==> src/common/remap_cfg.svh <==
// offsets, field positions, reset values and limits of the remap and error-count registers
`ifndef REMAP_CFG_SVH
`define REMAP_CFG_SVH
`define RMP_OFS_CTRL        8'h04
`define RMP_OFS_REAL        8'h07
`define RMP_OFS_ALIAS       8'h08
`define RMP_OFS_ERR_LO      8'h0a
`define RMP_OFS_ERR_HI      8'h0b
`define RMP_CRC_RESET_BIT   5
`define RMP_ADDR_MSB        7
`define RMP_ADDR_LSB        1
`define RMP_ADDR_RST        7'h00
`define RMP_ERR_RST         16'h0000
`define RMP_ERR_MAX         16'hffff
`define RMP_ERR_ONE         16'h0001
`define RMP_RDATA_RST       8'h00
`endif

==> src/common/remap_pkg.sv <==
// types shared by the remap register slice and its error counter
package remap_pkg;
  typedef logic [6:0]  addr7_t;
  typedef logic [15:0] err_count_t;

  typedef struct packed {
    err_count_t count;
  } err_state_s;

  typedef struct packed {
    logic [1:0][6:0] real_addr;
    logic [1:0][6:0] alias_addr;
    logic            crc_reset;
    logic [1:0]      link_lost;
    logic [7:0]      rdata;
    logic            rvalid;
    logic            fwd_valid;
    addr7_t          fwd_addr;
    logic            fwd_blocked;
  } remap_state_s;
endpackage

==> src/bc_error_counter.sv <==
// saturating counter of back-channel crc errors for one link port
`timescale 1ns/100ps
`include "remap_cfg.svh"
module bc_error_counter (
  // clock, reset and enable
  input  wire logic                  clk,
  input  wire logic                  rst,
  input  wire logic                  ce,
  // control and event
  input  wire logic                  clr,
  input  wire logic                  inc,
  // count
  output remap_pkg::err_count_t      count
);
  remap_pkg::err_state_s st_r;
  remap_pkg::err_state_s st_nxt;

  function automatic remap_pkg::err_count_t sat_inc(input remap_pkg::err_count_t v);
    sat_inc = (v == `RMP_ERR_MAX) ? v : v + `RMP_ERR_ONE; // RULE8
  endfunction

  always_comb begin
    st_nxt = st_r;
    // an error landing on the clear cycle still counts, but clr held high into the next cycle wipes it again
    if (clr) begin
      st_nxt.count = inc ? `RMP_ERR_ONE : `RMP_ERR_RST; // RULE5
    end else if (inc) begin
      st_nxt.count = sat_inc(st_r.count); // RULE4
    end
  end

  always_ff @(posedge clk or posedge rst) begin
    if (rst) begin
      st_r.count <= `RMP_ERR_RST;
    end else if (ce) begin
      st_r <= st_nxt;
    end
  end

  assign count = st_r.count;

  err_saturate_a: assert property (@(posedge clk) disable iff (rst) // RULE8
    ce && !clr && st_r.count == `RMP_ERR_MAX |=> st_r.count == `RMP_ERR_MAX)
    else $error("error count wrapped past its maximum");
endmodule

==> src/remote_target_remap.sv <==
// remote target alias remap table and back-channel crc error counters for two link ports
`timescale 1ns/100ps
`include "remap_cfg.svh"
// Behaviour
// RULE1 - a transaction to the alias address is forwarded with the real address instead
// RULE2 - a zero real or alias address blocks every access to that remote target
// RULE3 - alias and real address registers keep seven bits in 7:1, bit 0 reserved
// RULE4 - back-channel crc errors counted in sixteen read-only bits, low 0x0a, high 0x0b
// RULE5 - setting bit 5 of register 0x04 clears both counter bytes
// RULE6 - second-port select steers register accesses to the second port's copies
// RULE7 - the same bit 5 also clears the sticky link-lost flag
// RULE8 - the error counter saturates at its maximum instead of wrapping
module remote_target_remap (
  // clock, reset, enable
  input  wire logic                  clk,
  input  wire logic                  rst,
  input  wire logic                  ce,
  // register access
  input  wire logic                  reg_wr,
  input  wire logic                  reg_rd,
  input  wire logic [7:0]            reg_addr,
  input  wire logic [7:0]            reg_wdata,
  output logic      [7:0]            reg_rdata,
  output logic                       reg_rvalid,
  // port view
  input  wire logic                  second_port_view_select,
  // i2c transaction from the local master
  input  wire logic                  txn_valid,
  input  wire logic                  txn_port,
  input  wire remap_pkg::addr7_t     txn_addr,
  // transaction toward the control channel
  output logic                       fwd_valid,
  output remap_pkg::addr7_t          fwd_addr,
  output logic                       fwd_blocked,
  // link events per port
  input  wire logic [1:0]            crc_err,
  input  wire logic [1:0]            link_loss,
  output logic [1:0]                 link_lost_flag
);
  remap_pkg::remap_state_s st_r;
  remap_pkg::remap_state_s st_nxt;
  remap_pkg::err_count_t   err_count [2];
  logic                    sel;

  // a zero in either field disables the target outright
  function automatic logic target_enabled(input remap_pkg::addr7_t real_a,
                                          input remap_pkg::addr7_t alias_a);
    target_enabled = (real_a != `RMP_ADDR_RST) && (alias_a != `RMP_ADDR_RST);
  endfunction

  function automatic logic alias_match(input remap_pkg::addr7_t a,
                                       input remap_pkg::addr7_t alias_a);
    alias_match = (alias_a != `RMP_ADDR_RST) && (a == alias_a);
  endfunction

  assign sel = second_port_view_select;

  for (genvar p = 0; p < 2; p++) begin : g_cnt
    bc_error_counter u_cnt (
      .clk   (clk),
      .rst   (rst),
      .ce    (ce),
      .clr   (st_r.crc_reset),
      .inc   (crc_err[p]),
      .count (err_count[p])
    );
  end

  always_comb begin
    st_nxt = st_r;
    st_nxt.rvalid = 1'b0;
    st_nxt.fwd_valid = 1'b0;
    st_nxt.fwd_blocked = 1'b0;
    // real and alias writes land in the copy of the selected port; the control bit is shared
    if (reg_wr) begin
      unique case (reg_addr)
        `RMP_OFS_CTRL: st_nxt.crc_reset = reg_wdata[`RMP_CRC_RESET_BIT]; // RULE5
        `RMP_OFS_REAL: st_nxt.real_addr[sel] = reg_wdata[`RMP_ADDR_MSB:`RMP_ADDR_LSB]; // RULE3 RULE6
        `RMP_OFS_ALIAS: st_nxt.alias_addr[sel] = reg_wdata[`RMP_ADDR_MSB:`RMP_ADDR_LSB]; // RULE3 RULE6
        default: ;
      endcase
    end
    // reads answer one cycle later; unmapped offsets read zero
    if (reg_rd) begin
      st_nxt.rvalid = 1'b1;
      unique case (reg_addr)
        `RMP_OFS_CTRL: st_nxt.rdata = {2'b00, st_r.crc_reset, 5'b0_0000};
        `RMP_OFS_REAL: st_nxt.rdata = {st_r.real_addr[sel], 1'b0}; // RULE3 RULE6
        `RMP_OFS_ALIAS: st_nxt.rdata = {st_r.alias_addr[sel], 1'b0}; // RULE3 RULE6
        `RMP_OFS_ERR_LO: st_nxt.rdata = err_count[sel][7:0]; // RULE4 RULE6
        `RMP_OFS_ERR_HI: st_nxt.rdata = err_count[sel][15:8]; // RULE4 RULE6
        default: st_nxt.rdata = `RMP_RDATA_RST;
      endcase
    end
    // sticky link-lost: a loss on the clearing cycle still sets the flag
    for (int p = 0; p < 2; p++) begin
      if (link_loss[p]) begin
        st_nxt.link_lost[p] = 1'b1;
      end else if (st_r.crc_reset) begin
        st_nxt.link_lost[p] = 1'b0; // RULE7
      end
    end
    // only a transaction that hits an alias is this block's to forward
    if (txn_valid && alias_match(txn_addr, st_r.alias_addr[txn_port])) begin
      if (target_enabled(st_r.real_addr[txn_port], st_r.alias_addr[txn_port])) begin
        st_nxt.fwd_valid = 1'b1;
        st_nxt.fwd_addr = st_r.real_addr[txn_port]; // RULE1
      end else begin
        st_nxt.fwd_blocked = 1'b1; // RULE2
      end
    end else if (txn_valid && st_r.alias_addr[txn_port] == `RMP_ADDR_RST) begin
      st_nxt.fwd_blocked = 1'b1; // RULE2
    end
  end

  always_ff @(posedge clk or posedge rst) begin
    if (rst) begin
      st_r.real_addr <= {2{`RMP_ADDR_RST}};
      st_r.alias_addr <= {2{`RMP_ADDR_RST}};
      st_r.crc_reset <= 1'b0;
      st_r.link_lost <= 2'b00;
      st_r.rdata <= `RMP_RDATA_RST;
      st_r.rvalid <= 1'b0;
      st_r.fwd_valid <= 1'b0;
      st_r.fwd_addr <= `RMP_ADDR_RST;
      st_r.fwd_blocked <= 1'b0;
    end else if (ce) begin
      st_r <= st_nxt;
    end
  end

  assign reg_rdata = st_r.rdata;
  assign reg_rvalid = st_r.rvalid;
  assign fwd_valid = st_r.fwd_valid;
  assign fwd_addr = st_r.fwd_addr;
  assign fwd_blocked = st_r.fwd_blocked;
  assign link_lost_flag = st_r.link_lost;

  remap_forward_a: assert property (@(posedge clk) disable iff (rst) // RULE1
    ce && txn_valid && alias_match(txn_addr, st_r.alias_addr[txn_port])
    && st_r.real_addr[txn_port] != `RMP_ADDR_RST
    |=> fwd_valid && !fwd_blocked && fwd_addr == $past(st_r.real_addr[txn_port]))
    else $error("aliased transaction not forwarded with real address");

  zero_blocks_a: assert property (@(posedge clk) disable iff (rst) // RULE2
    ce && txn_valid && (st_r.real_addr[txn_port] == `RMP_ADDR_RST
    || st_r.alias_addr[txn_port] == `RMP_ADDR_RST) |=> !fwd_valid)
    else $error("transaction forwarded to a disabled target");

  reserved_bit_a: assert property (@(posedge clk) disable iff (rst) // RULE3
    ce && reg_rd && (reg_addr == `RMP_OFS_REAL || reg_addr == `RMP_OFS_ALIAS)
    |=> reg_rvalid && reg_rdata[0] == 1'b0)
    else $error("reserved address bit read as one");

  err_read_a: assert property (@(posedge clk) disable iff (rst) // RULE4
    ce && reg_rd && reg_addr == `RMP_OFS_ERR_HI
    |=> reg_rdata == $past(err_count[sel][15:8]))
    else $error("error count high byte read wrong");

  err_clear_a: assert property (@(posedge clk) disable iff (rst) // RULE5
    ce && st_r.crc_reset && crc_err == 2'b00
    |=> err_count[0] == `RMP_ERR_RST && err_count[1] == `RMP_ERR_RST)
    else $error("error counters not cleared by crc reset");

  port_view_a: assert property (@(posedge clk) disable iff (rst) // RULE6
    ce && reg_wr && reg_addr == `RMP_OFS_ALIAS ##1 ce && !reg_wr
    ##1 ce && reg_rd && reg_addr == `RMP_OFS_ALIAS && !reg_wr && sel == $past(sel, 2)
    |=> reg_rdata[`RMP_ADDR_MSB:`RMP_ADDR_LSB] == $past(reg_wdata[`RMP_ADDR_MSB:`RMP_ADDR_LSB], 3))
    else $error("alias write not visible in the same port view");

  link_lost_clear_a: assert property (@(posedge clk) disable iff (rst) // RULE7
    ce && st_r.crc_reset && link_loss == 2'b00 |=> link_lost_flag == 2'b00)
    else $error("link-lost flag survived crc reset");

  link_lost_sticky_a: assert property (@(posedge clk) disable iff (rst) // RULE7
    ce && !st_r.crc_reset |=> (link_lost_flag & $past(link_lost_flag)) == $past(link_lost_flag))
    else $error("link-lost flag dropped without crc reset");

  no_match_quiet_a: assert property (@(posedge clk) disable iff (rst) // RULE1
    ce && txn_valid && st_r.alias_addr[txn_port] != `RMP_ADDR_RST && txn_addr != st_r.alias_addr[txn_port]
    |=> !fwd_valid && !fwd_blocked)
    else $error("transaction to a foreign address was answered");

  real_write_a: assert property (@(posedge clk) disable iff (rst) // RULE3
    ce && reg_wr && reg_addr == `RMP_OFS_REAL
    |=> st_r.real_addr[$past(sel)] == $past(reg_wdata[`RMP_ADDR_MSB:`RMP_ADDR_LSB]))
    else $error("real address write did not keep the address field");

  other_port_kept_a: assert property (@(posedge clk) disable iff (rst) // RULE6
    ce && reg_wr && reg_addr == `RMP_OFS_ALIAS
    |=> st_r.alias_addr[~$past(sel)] == $past(st_r.alias_addr[~sel]))
    else $error("alias write leaked into the unselected port");

  err_low_read_a: assert property (@(posedge clk) disable iff (rst) // RULE4
    ce && reg_rd && reg_addr == `RMP_OFS_ERR_LO
    |=> reg_rvalid && reg_rdata == $past(err_count[sel][7:0]))
    else $error("error count low byte read wrong");

  count_read_only_a: assert property (@(posedge clk) disable iff (rst) // RULE4
    ce && reg_wr && (reg_addr == `RMP_OFS_ERR_LO || reg_addr == `RMP_OFS_ERR_HI)
    && !st_r.crc_reset && crc_err == 2'b00
    |=> err_count[0] == $past(err_count[0]) && err_count[1] == $past(err_count[1]))
    else $error("write changed a read-only error count");

  rvalid_pulse_a: assert property (@(posedge clk) disable iff (rst) // RULE4
    ce && !reg_rd
    |=> !reg_rvalid)
    else $error("read answer without a read");

  crc_reset_write_a: assert property (@(posedge clk) disable iff (rst) // RULE5
    ce && reg_wr && reg_addr == `RMP_OFS_CTRL
    |=> st_r.crc_reset == $past(reg_wdata[`RMP_CRC_RESET_BIT]))
    else $error("crc reset bit not taken from the control write");

  ctrl_read_a: assert property (@(posedge clk) disable iff (rst) // RULE5
    ce && reg_rd && reg_addr == `RMP_OFS_CTRL
    |=> reg_rdata[`RMP_CRC_RESET_BIT] == $past(st_r.crc_reset))
    else $error("crc reset bit read back wrong");

  link_lost_set_a: assert property (@(posedge clk) disable iff (rst) // RULE7
    ce && link_loss != 2'b00
    |=> (link_lost_flag & $past(link_loss)) == $past(link_loss))
    else $error("link loss did not set its flag");
endmodule

==> config.mk <==
export PLATFORM = sky130hd
export DESIGN_NAME = remote_target_remap
export DESIGN_NICKNAME = d
export VERILOG_FILES = /design/src/common/remap_pkg.sv /design/src/bc_error_counter.sv /design/src/remote_target_remap.sv
export VERILOG_INCLUDE_DIRS = /design/src /design/src/common
export SDC_FILE = /design/constraint.sdc
export NUM_CORES = 1
export LEC_CHECK = 0
export BUFFER_PORTS_ARGS = -buffer_cell sky130_fd_sc_hd__buf_2
export CAP_MARGIN = 30
export CORE_ASPECT_RATIO = 1.75
export CORE_MARGIN = 2
export CORE_UTILIZATION = 51
export DETAILED_ROUTE_END_ITERATION = 10
export PLACE_DENSITY = 0.68
export SYNTH_ARGS = -nofsm -noshare
export SYNTH_HDL_FRONTEND = slang
export SYNTH_SLANG_ARGS = --single-unit
export TNS_END_PERCENT = 10
==> constraint.sdc <==
create_clock -name clk -period 6.89 [get_ports clk]
set_input_delay 0.3445 -clock clk [delete_from_list [all_inputs] [get_ports clk]]
set_output_delay 0.3445 -clock clk [all_outputs]
set_load 0.01 [all_outputs]
==> key figures <==
Status
  – Status: finished clean

Critical path
  – Reg-to-reg startpoint: st_r[28]
  – R2R Setup Slk: 4730 ps
  – Crit path kind: input port to flip-flop
  – Worst EP arrival: about 2500 ps
  – Critical path endpoint category: flip-flop
  – Worst Setup SP: txn_port
  – Critical-path maximum fanout: 18
  – Setup crit start kind: input port
  – Worst R2R End: fwd_addr[5]
  – End point of the critical path: fwd_addr[5]
  – R2r worst-path depth: 6
  – Worst EP required: 7110 ps

Floorplanning
  – Die area: ~10000 um^2
  – Core area: between 9000 and 10000 um^2
  – Cell Rows: 46
  – Initial core utilization: ~52%
  – Die Width: around 77 um
  – Total I/O pin count: between 50 and 60
  – Die height: 132 um

Timing
  – Worst-Margin Slew: 694 ps
  – Final Slew Violations: 0
  – Fmax: 442 MHz
  – RSZ-0062 raised after global routing: false
  – Fin crit share: 32.9%
  – Rel. slew slack: 53.7%
  – Period minus WS final: between 2000 and 2500 ps
  – Hold Fails Final Rpt: 0
  – Setup Skew: 8.06 ps
  – Total Neg Setup Slack: 0 ps
  – Endpoints failing setup: 0

Global routing
  – Gr usage total: about 24%
  – GR Layer Usage met3: 4.66%
  – Largest net degree at the start of global routing: 52
  – Busiest layer in global routing: met2
  – Vias in the first global route: about 3700
  – First-pass GRT wire length: about 19000 um
  – Met1 Track Usage GR: 25.2%
  – Met2 usage: approximately 44%
  – Initial antenna violation count: 0
  – Grt total ovfl: 0

Route
  – Final WL: ~12000 um
  – Final ANT Viol Nets: 0
  – Via count: between 3000 and 4000
  – Routed WL per cell: ~20 um
  – DR vias/cell: roughly 6.0
  – Initial drt markers: approximately 220
  – Drt first pass iters: 5
  – Post-route DRC: 0

Layout
  – Reg area: 2030 um^2
  – Nets: about 510
  – Filler cells: roughly 840
  – Share of post-route cells with drive strength above 1: between 20% and 30%
  – Final Core Density: just under 60%
  – Multi-input combinational cell area: 2490 um^2
  – ANT cells: 0
  – Area Growth Syn to Fin: 10.4%
  – Final Instance Count excl. Fillers: between 600 and 700

Place
  – DP Wirelength: approximately 9000 um
  – Count of buffers from port buffering: between 50 and 60
  – Placed cells: ~590
  – GP Congestion: 0.891

Clock network
  – Sink Count: 81
  – Clk Tree Root Cell: clkbuf_16
  – H-Tree Depth: 3
  – Clock-pin transition on the worst setup and hold timing paths: about 60 ps
  – Worst skew pair latency: around 340 ps
  – PostCTS Resize Cnt: 0
  – Num CTS Buffers: 9
  – Postcts setup bufs: 0
  – Max clock buf depth: 2
  – # hold bufs at CTS: 0
  – CTS tree: built

Logic synthesis
  – Sequential area share after synthesis: 42.5%
  – Synth Area in XOR/XNOR: around 5.3%
  – Gate Count Post-Synth: 446
  – Synthesized Nets: between 400 and 500
  – FF+latch count, synth: between 80 and 90
  – Distinct cells, synth: between 50 and 60
  – Mux share of post-synthesis cell area: 18.5%
  – Async S/R FF share, synth: 100%
  – Compound-gate portion of the synthesized area: 8.99%
  – Synthesized-area fraction occupied by adder cells: 0.524%
  – Avg Inst Size Synth: about 11 um^2
  – Synth warnings: 0
  – Largest family of logic cells by synthesized area: simple AND/OR/NAND/NOR gates
  – Dominant synthesized flop cell: dfrtp_1
  – Synth Cell Area: approximately 4800 um^2
  – Simple-gate share of the synthesized area: a little under a fifth
  – EDFF count, synth: 0

Power and ir drop
  – Power Total: 1.13 mW
  – Clock power share: approximately 38%
  – Pleak: 2.40 nW
  – Psw: about 0.32 mW
  – Net Sw Frac: between 20% and 30%
  – Internal Power: 0.812 mW
  – Flop pwr share: between 40% and 50%
  – P per Cell Area: roughly 210 nW/um^2
  – Comb pwr share: between 10 and 15%
  – Peak supply drop: 0.122 mV

Min path
  – Hold Path Class: input port to async pin

Job
  – Max cap viols: 0
## metrics by stage
step | cell area, um^2 | hold slack [ps] | setup WS, ps
detailed placement | 5010 | 452 | 4280
CTS | 5270 | 82.6 | 4640
global placement | 4980 | 467 | 4300
finish | 5270 | 72.1 | 4630
global route | 5270 | 97.9 | 4530
floorplan | 4770 | 451 | 4470
## flip-flops by register name (all words and copies together), names as in the netlist
signal and flops:
fwd_addr 7, fwd_blocked 1, fwd_valid 1, st_r 29, g_cnt.u_cnt.count 32, reg_rdata 8
reg_rvalid 1, link_lost_flag 2
## cell type report
cell class | instances | area share [%]
clock inverter | 7 | 0.712
tap | 120 | 2.85
clock buffer | 9 | 4.27
sequential | 81 | 38.5
multi-input combinational | 321 | 47.2
inverter | 7 | 0.522
timing repair buffer | 57 | 5.98
## layout by cell type (no fill, tap or decap), drive strengths merged, types with 2 or more instances in the layout
cell | synthesis | layout
nand3b | 5 | 5
nor4 | 11 | 11
mux2 | 43 | 43
buf | 27 | 57
nand4 | 13 | 13
nand2 | 31 | 31
a31oi | 2 | 2
mux4 | 7 | 7
and2 | 3 | 3
clkbuf | 10 | 9
or3 | 3 | 3
nor2b | 3 | 3
mux2i | 20 | 20
nand3 | 17 | 17
o21a | 2 | 2
and4 | 7 | 7
or4 | 2 | 2
dfrtp | 81 | 81
nor4b | 3 | 3
nor2 | 39 | 39
xor2 | 11 | 11
o21ai | 13 | 13
clkinv | 0 | 7
a31o | 2 | 2
o211ai | 5 | 5
a221oi | 2 | 2
ha | 2 | 2
nor3 | 11 | 11
xnor2 | 18 | 18
a221o | 2 | 2
inv | 7 | 6
and3 | 5 | 5
a22o | 3 | 3
a211oi | 13 | 13
o31ai | 2 | 2
a21oi | 9 | 9
## kinds of logic (layout without fill, tap and decap cells)
logic type	after synthesis	count (layout)
and+or+nand+nor	158	158
xor gates and xnor gates	29	29
adders and majority gates	2	2
muxes	70	70
AOI/OAI and AO/OA	62	62
buffers and inverters	44	80
DFF	81	81
## how the worst min path moves through the flow
stage	from	endpoint	cells after the start	slack, ps
finish	rst	st_r[23]	3	70
global route	rst	st_r[23]	3	100
global placement	fwd_valid	fwd_valid	1	470
CTS	rst	st_r[23]	3	80
detailed placement	rst	st_r[23]	3	450
floorplan	reg_rdata[0]	reg_rdata[0]	2	450
## critical path, cell delays in order
cell and delay [ps]:
buf_2 400, mux2i_1 370, xor2_1 170, and4_1 210, nor4bb_2 390, buf_4 270, mux2_4 310
## Yosys cell counts, drive strengths merged, types with 9 or more instances
cell type / n / area, um^2
clkbuf: 10 / 37.5
nand4: 13 / 100
nor2: 39 / 149
mux2i: 20 / 213
nand3: 17 / 90.1
nor4: 11 / 90.1
xor2: 11 / 96.3
dfrtp: 81 / 2030
a21oi: 9 / 45.0
a211oi: 13 / 97.6
nor3: 11 / 77.6
o21ai: 13 / 65.1
mux2: 43 / 510
buf: 27 / 194
nand2: 31 / 116
xnor2: 18 / 158
## metal layers
metal	vias up	share of wire [%]
met3	37	3.7
li1	1697	-
met4	0	4.5
met1	1792	36
met2	95	56
met5	-	0
## power by group through the flow
stage | logic (mW) | registers, mW | clock network (mW)
final | 0.141 | 0.558 | 0.428
after global routing | 0.156 | 0.561 | 0.454
after CTS | 0.143 | 0.557 | 0.437
after detailed placement | 0.142 | 0.566 | 0
after global placement | 0.135 | 0.563 | 0
after floorplan | 0.105 | 0.545 | 0
No activity file was read; power rests on OpenSTA's default activity.
